### config.mk
export PLATFORM = sky130hd
export DESIGN_NAME = peripheral_input_pin_select
export DESIGN_NICKNAME = d
export VERILOG_FILES = /design/src/rtl/pin_select_pkg.sv /design/src/rtl/pin_sel_if.sv /design/src/rtl/peripheral_input_pin_select.sv /design/src/rtl/pin_select_mux.sv
export SDC_FILE = /design/constraint.sdc
export NUM_CORES = 1
export LEC_CHECK = 0
export ABC_AREA = 1
export BUFFER_PORTS_ARGS = -buffer_cell sky130_fd_sc_hd__buf_4
export CAP_MARGIN = 15
export CORE_MARGIN = 2
export CORE_UTILIZATION = 40
export CTS_BUF_LIST = sky130_fd_sc_hd__clkbuf_16
export DETAILED_ROUTE_END_ITERATION = 10
export PLACE_DENSITY_LB_ADDON = 0.08
export SLEW_MARGIN = 20
export SYNTH_ARGS = -nofsm -noshare
export SYNTH_HDL_FRONTEND = slang
export SYNTH_SLANG_ARGS = --single-unit
export TNS_END_PERCENT = 20
### constraint.sdc
create_clock -name clk_sys -period 1.94 [get_ports clk_sys]
set_clock_uncertainty 0.2 [all_clocks]
set_input_delay 0.388 -clock clk_sys [delete_from_list [all_inputs] [get_ports clk_sys]]
set_output_delay 0.388 -clock clk_sys [all_outputs]
set_load 0.02 [all_outputs]
### src/rtl/pin_select_pkg.sv
// Purpose: Shared constants for the peripheral input pin select block
// Assumes: 32-bit APB register bus, one aligned word per register
// Notes: Selector code n picks remappable pin n, code zero picks ground
package pin_select_pkg;
   // Register byte addresses
   localparam int ADDR_W = 12;
   localparam logic [ADDR_W-1:0] ADDR_UART1_SEL = 12'h000;
   localparam logic [ADDR_W-1:0] ADDR_FAULT_SEL = 12'h004;
   // Field layout
   localparam int CODE_W = 8;
   localparam int CTS_LSB = 8;
   localparam int RX_LSB = 0;
   localparam int FAULT4_LSB = 8;
   localparam int REG_W = 16;
   localparam logic [REG_W-1:0] REG_RESET = 16'h0000;
   localparam logic [31:0] DATA_ZERO = 32'h0000_0000;
   // Selector codes of note
   localparam logic [CODE_W-1:0] CODE_GROUND = 8'h00;
   localparam logic [CODE_W-1:0] CODE_RP1 = 8'h01;
   localparam logic [CODE_W-1:0] CODE_RP180 = 8'hB4;
   localparam logic [CODE_W-1:0] CODE_RP181 = 8'hB5;
   // Pin count: code values 0..181, index 0 is the ground level
   localparam int NUM_PINS = 182;
   // Channels
   localparam int NUM_CH = 3;
   localparam int CH_CTS = 0;
   localparam int CH_RX = 1;
   localparam int CH_PWM_FAULT_FOUR_INPUT = 2;
endpackage

### src/rtl/pin_sel_if.sv
// Purpose: Carries selector codes to the mux and selected levels back
// Assumes: One code and one selected level per channel
// Notes: ctrl side owns the codes, mux side owns the selected levels
`timescale 1ns/1ps
interface pin_sel_if #(
   parameter int N_CH = 3,
   parameter int CODE_W = 8
);
   logic [CODE_W-1:0] code [N_CH];
   logic selBit [N_CH];
   modport ctrl (output code, input selBit);
   modport mux (input code, output selBit);
endinterface // pin_sel_if

### src/rtl/peripheral_input_pin_select.sv
// Purpose: Input remapping of UART1 CTS, UART1 RX and PWM fault four
// Assumes: APB master on clk_sys; remappable pins are asynchronous
// Notes: Pin to peripheral input latency is three clk_sys edges
`timescale 1ns/1ps
module peripheral_input_pin_select
   import pin_select_pkg::*;
#(
   parameter int PIN_COUNT = NUM_PINS
) (
   input wire logic clk_sys,
   input wire logic nrst,
   input wire logic psel,
   input wire logic penable,
   input wire logic pwrite,
   input wire logic [ADDR_W-1:0] paddr,
   input wire logic [31:0] pwdata,
   output logic [31:0] prdata,
   output logic pready,
   output logic pslverr,
   input wire logic [PIN_COUNT-1:1] remappablePin,
   output logic uart1ClearToSendInput,
   output logic uart1ReceiveInput,
   output logic pwmFaultFourInput
);
   if (PIN_COUNT < 2 || PIN_COUNT > (1 << CODE_W)) begin : g_bad_count
      $error("peripheral_input_pin_select: PIN_COUNT out of range");
   end

   ////////////////////////////////////////////////////////////////////////////
   // Declarations
   logic [REG_W-1:0] uart1Sel_reg;
   logic [REG_W-1:0] uart1Sel_next;
   logic [CODE_W-1:0] fault4Code_reg;
   logic [CODE_W-1:0] fault4Code_next;
   logic [31:0] rdata_reg;
   logic [31:0] rdata_next;
   logic [PIN_COUNT-1:1] pinMeta_reg;
   logic [PIN_COUNT-1:1] pinSync_reg;
   logic [PIN_COUNT-1:0] pinLevels;
   logic mapped;
   logic setupPhase;
   logic wrAccess;
   pin_sel_if #(.N_CH(NUM_CH), .CODE_W(CODE_W)) selBus ();

   ////////////////////////////////////////////////////////////////////////////
   // APB decode: zero wait states, error on unmapped address
   assign mapped = (paddr == ADDR_UART1_SEL) || (paddr == ADDR_FAULT_SEL);
   assign setupPhase = psel && !penable;
   assign wrAccess = psel && penable && pwrite && mapped;
   assign pready = 1'b1;
   assign pslverr = psel && penable && !mapped;
   assign prdata = rdata_reg;

   // Next register values from writes
   always_comb begin
      uart1Sel_next = uart1Sel_reg;
      fault4Code_next = fault4Code_reg;
      if (wrAccess && paddr == ADDR_UART1_SEL) begin
         uart1Sel_next = pwdata[REG_W-1:0];
      end
      if (wrAccess && paddr == ADDR_FAULT_SEL) begin
         fault4Code_next = pwdata[FAULT4_LSB +: CODE_W];
      end
   end

   // Read data captured in the setup phase, upper bits read zero
   always_comb begin
      rdata_next = rdata_reg;
      if (setupPhase && !pwrite) begin
         rdata_next = DATA_ZERO;
         if (paddr == ADDR_UART1_SEL) begin
            rdata_next[REG_W-1:0] = uart1Sel_reg;
         end else if (paddr == ADDR_FAULT_SEL) begin
            rdata_next[FAULT4_LSB +: CODE_W] = fault4Code_reg;
         end
      end
   end

   // Register state, all selectors cleared at reset
   always_ff @(posedge clk_sys or negedge nrst) begin
      if (!nrst) begin
         uart1Sel_reg <= REG_RESET;
         fault4Code_reg <= CODE_GROUND;
         rdata_reg <= DATA_ZERO;
      end else begin
         uart1Sel_reg <= uart1Sel_next;
         fault4Code_reg <= fault4Code_next;
         rdata_reg <= rdata_next;
      end
   end

   ////////////////////////////////////////////////////////////////////////////
   // Two-flop synchroniser on every remappable pin
   always_ff @(posedge clk_sys or negedge nrst) begin
      if (!nrst) begin
         pinMeta_reg <= '0;
         pinSync_reg <= '0;
      end else begin
         pinMeta_reg <= remappablePin;
         pinSync_reg <= pinMeta_reg;
      end
   end

   // Index zero is the ground level
   assign pinLevels = {pinSync_reg, 1'b0};

   ////////////////////////////////////////////////////////////////////////////
   // Selector codes to the mux
   assign selBus.code[CH_CTS] = uart1Sel_reg[CTS_LSB +: CODE_W];
   assign selBus.code[CH_RX] = uart1Sel_reg[RX_LSB +: CODE_W];
   assign selBus.code[CH_PWM_FAULT_FOUR_INPUT] = fault4Code_reg;

   // Code n drives the input from pin n
   pin_select_mux #(
      .N_CH(NUM_CH),
      .PINS(PIN_COUNT),
      .CODE_W(CODE_W)
   ) u_mux (
      .clk_sys(clk_sys),
      .nrst(nrst),
      .pins(pinLevels),
      .sel(selBus.mux)
   );

   assign uart1ClearToSendInput = selBus.selBit[CH_CTS];
   assign uart1ReceiveInput = selBus.selBit[CH_RX];
   assign pwmFaultFourInput = selBus.selBit[CH_PWM_FAULT_FOUR_INPUT];

   ////////////////////////////////////////////////////////////////////////////
   // Checks
   logic [CODE_W-1:0] ctsCode;
   logic [CODE_W-1:0] rxCode;
   assign ctsCode = uart1Sel_reg[CTS_LSB +: CODE_W];
   assign rxCode = uart1Sel_reg[RX_LSB +: CODE_W];
endmodule // peripheral_input_pin_select

### src/rtl/pin_select_mux.sv
// Purpose: Registered multiplexer from synchronised pins to peripheral inputs
// Assumes: pins[0] is tied low by the caller and stands for ground
// Notes: Codes above the highest pin read as low
`timescale 1ns/1ps
module pin_select_mux #(
   parameter int N_CH = 3,
   parameter int PINS = 182,
   parameter int CODE_W = 8
) (
   input wire logic clk_sys,
   input wire logic nrst,
   input wire logic [PINS-1:0] pins,
   pin_sel_if.mux sel
);
   if (PINS > (1 << CODE_W)) begin : g_bad_width
      $error("pin_select_mux: PINS exceeds what CODE_W can address");
   end

   ////////////////////////////////////////////////////////////////////////////
   // One registered selector per channel
   for (genvar ch = 0; ch < N_CH; ch++) begin : g_ch
      logic out_reg;
      logic out_next;
      // Pick the addressed pin, ground for code zero or out of range
      always_comb begin
         if (int'(sel.code[ch]) < PINS) begin
            out_next = pins[sel.code[ch]];
         end else begin
            out_next = 1'b0;
         end
      end
      // Register the selection
      always_ff @(posedge clk_sys or negedge nrst) begin
         if (!nrst) begin
            out_reg <= 1'b0;
         end else begin
            out_reg <= out_next;
         end
      end
      assign sel.selBit[ch] = out_reg;
   end
endmodule // pin_select_mux

==> flow_summary.yaml <==
setup_path:
  crit_required_ns: 2.21
  arrival_ns: 2.33
  rrSetupSlack_ns: -0.12
  critPathMaxFanout: 28
  startpoint: "uart1Sel_reg[8]$_DFFE_PN0P_"
  endpoint_kind: "register"
  worstSetupPathType: "reg -> reg"
  startpoint_type: "register"
  cp-endpoint: "u_mux.g_ch[0].out_reg$_DFF_PN0_"
  r2r.worst_path.cells: 12
  regToRegStartpoint: "uart1Sel_reg[8]$_DFFE_PN0P_"
  r2r_end: "u_mux.g_ch[0].out_reg$_DFF_PN0_"
layout:
  antenna_cells: 0
  fillerInstances: 3548
  fin_cells: 2916
  final_nets: 2585
  final_layout_size_suffix_gt1_share_pct: 21.2
  syn_to_final_growth_pct: 41.5
  final_cell_area_mm2: 0.0236
timing:
  post-route-period-util_pct: 106
  tns_ns: -0.261
  fin_ws_ns: -0.122
  clock.fmax_mhz: 485
  rsz0062_at_grt: "true"
  final-hold-violation-count: 0
  min_period_ns: 2.06
  setup_viol: 3
  hold_ws_ns: 0.0994
  slew_viol_final: 0
global_routing:
  grt_max_degree: 67
  grt_use_total_pct: 26.1
  grt-ovfl-total: 0
  grt_pass1_vias: 15100
  antenna_found_initial: 0
  grt_pass1_wl_mm: 86.4
clock_tree:
  cts_tree: "yes"
  cts_buffer_depth: 3
  clock_sinks: 405
  path_clk_slew_ns: 0.06
  clk_latency_ns: 0.60
  numCtsBuffers: 41
  clockRootBuffer: "clkbuf_16"
  htreeDepth: 2
pwr:
  p_leak_uw: 0.0113
  max-vdd-ir-drop_uv: 546
  powerDensity_mw_per_mm2: 771
synth:
  yosys.area_share.simple_pct: 22.6
  muxShareOfSynthArea_pct: 0
  ys_seq_area_share_pct: 60.8
  synth_xor_area_share_pct: 0
  ys_ff_latch: 405
  yosysUniqueCellTypes: 31
  avgSynthCellArea_um2: 9.00
  syn-instance-count: 1853
  synth_top_family_by_area: "simple AND/OR/NAND/NOR gates"
  synth_compound_area_share_pct: 9.76
  synth_area_mm2: 0.0167
  synthAdderAreaFrac_pct: 0
  yosysWarnings: 0
place:
  postPlaceCellArea_mm2: 0.0199
  finalWeightedCongestion: 0.879
  place_ws_ns: -0.194
  dp.cells: 2634
  dp_hpwl_mm: 37.4
  io_buffers: 233
route:
  routed_wl_mm: 55.9
  drt_iter0_drc: 1259
  drtAntennaViolNets: 0
  drc: 0
  drt-pass1-iter-count: 5
  vias: 14700
  routedWlPerCell_um: 19.2
  viasPerCell: 5.06
floorplanning:
  die_w_um: 208
  coreArea_mm2: 0.0410
  die_y_um: 208
  std_cell_rows: 74
  pin_count: 267
  die-area_mm2: 0.0433
  start_util_pct: 40.7
outcome:
  outcome: "finished with violations"
  violations: "setup timing"
flow_run:
  max-cap-violations: 0
hold_path:
  worst_hold_path_type: "in -> reg"
==> cells by family after synthesis <==
family	Yosys count
flops	405
simple gates	895
buf+inv	275
compound gates	276
other cells	2
==> cell type report <==
cell class	instances	area, um2	area share (%)
Sequential cell	405	10100	43.0
Multi-Input combinational cell	1188	5600	23.7
Inverter	150	579	2.45
Tap cell	532	666	2.82
Clock inverter	30	264	1.12
Timing Repair Buffer	569	5290	22.4
Clock buffer	42	1050	4.45
==> placed cells by master, fill, tap and decap left out, drive strengths merged, types with 9 or more instances in the layout <==
cell / instances
inv: 155
conb: 17
buf: 368
clkbuf: 44
nor2: 88
nand3: 264
o22ai: 10
o211ai: 43
dfrtp: 405
nor3: 9
nand2: 531
clkinv: 16
dlygate4sd3: 199
o21ai: 108
a21oi: 91
==> metrics by stage <==
step | total power, uW | utilization, %
2_1_floorplan | 9550 | -
3_3_place_gp | 10300 | 48.6
3_5_place_dp | 10300 | 48.6
4_1_cts | 18400 | 57.2
5_1_grt | 19000 | 57.5
6_report | 18200 | 57.5
==> worst max-delay path: stages, from the launching register on <==
cell and delay, ns:
dfrtp_4 0.55, buf_12 0.16, clkbuf_16 0.20, nand2_1 0.08, nand3_1 0.07, nand2_1 0.09
nand3_1 0.09, nand3_1 0.10, nand2_2 0.11, nand2_2 0.08, nand3_1 0.07, nand3_1 0.09
nand2_1 0.05
==> worst min path at each step <==
| stage | startpoint | to | slack [ns] | cells past startpoint |
|---|---|---|---|---|
| 4_1_cts | penable | prdata[9]$_DFFE_PN0P_ | 0.08 | 5 |
| 5_1_grt | paddr[0] | prdata[2]$_DFFE_PN0P_ | 0.13 | 5 |
| 3_5_place_dp | pinMeta_reg[108]$_DFF_PN0_ | pinSync_reg[108]$_DFF_PN0_ | 0.13 | 0 |
| 2_1_floorplan | nrst | fault4Code_reg[0]$_DFFE_PN0P_ | -0.11 | 0 |
| 3_3_place_gp | pinMeta_reg[106]$_DFF_PN0_ | pinSync_reg[106]$_DFF_PN0_ | 0.13 | 0 |
| 6_report | paddr[0] | prdata[2]$_DFFE_PN0P_ | 0.1 | 5 |
==> timing repair <==
action	4_1_cts	5_1_grt
pin swaps	9	8
endpoints found under the hold margin	613	0
setup endpoints to repair	3	4
gates cloned	3	2
hold buffers	199	0
setup buffers	5	1
resized for setup	30	32
==> per-layer routing <==
metal | track usage [%] | vias up | routed length [um]
li1 | - | 6972 | -
met1 | 35.4 | 7076 | 23900
met2 | 42.8 | 598 | 26500
met3 | 4.32 | 102 | 3970
met4 | 8.91 | 0 | 1520
met5 | 0 | - | 0
==> report_power, final <==
part / switching [uW] / leakage [uW] / internal, uW / total (uW)
logic: 671 / 0.00587 / 765 / 1440
registers: 227 / 0.00479 / 8860 / 9090
clock network: 3310 / 0.000663 / 4380 / 7690
==> synthesized netlist by cell type <==
cell / number / area [um2]
nor3b_4: 1 / 18.8
buf_1: 17 / 63.8
clkinv_1: 5 / 18.8
nor3_4: 1 / 16.3
a31oi_1: 3 / 18.8
nor4_2: 1 / 12.5
a221oi_1: 8 / 70.1
buf_2: 11 / 55.1
buf_6: 3 / 33.8
nand2_4: 2 / 22.5
o22ai_1: 10 / 62.6
clkbuf_1: 77 / 289
nor2_2: 1 / 6.26
nor3_1: 8 / 40.0
dfrtp_1: 405 / 10100
nand3b_1: 1 / 7.51
inv_1: 144 / 541
clkinv_2: 1 / 5.00
nor2_1: 87 / 327
nand2_2: 7 / 43.8
o21ai_0: 92 / 460
o21ai_2: 16 / 140
a21oi_1: 91 / 455
conb_1: 2 / 7.51
nand3_1: 264 / 1320
buf_4: 17 / 128
o31ai_1: 8 / 60.1
a21boi_0: 4 / 30.0
nand2_1: 522 / 1960
o211ai_1: 43 / 323
a211oi_1: 1 / 7.51
Power figures use the tool's default switching activity.
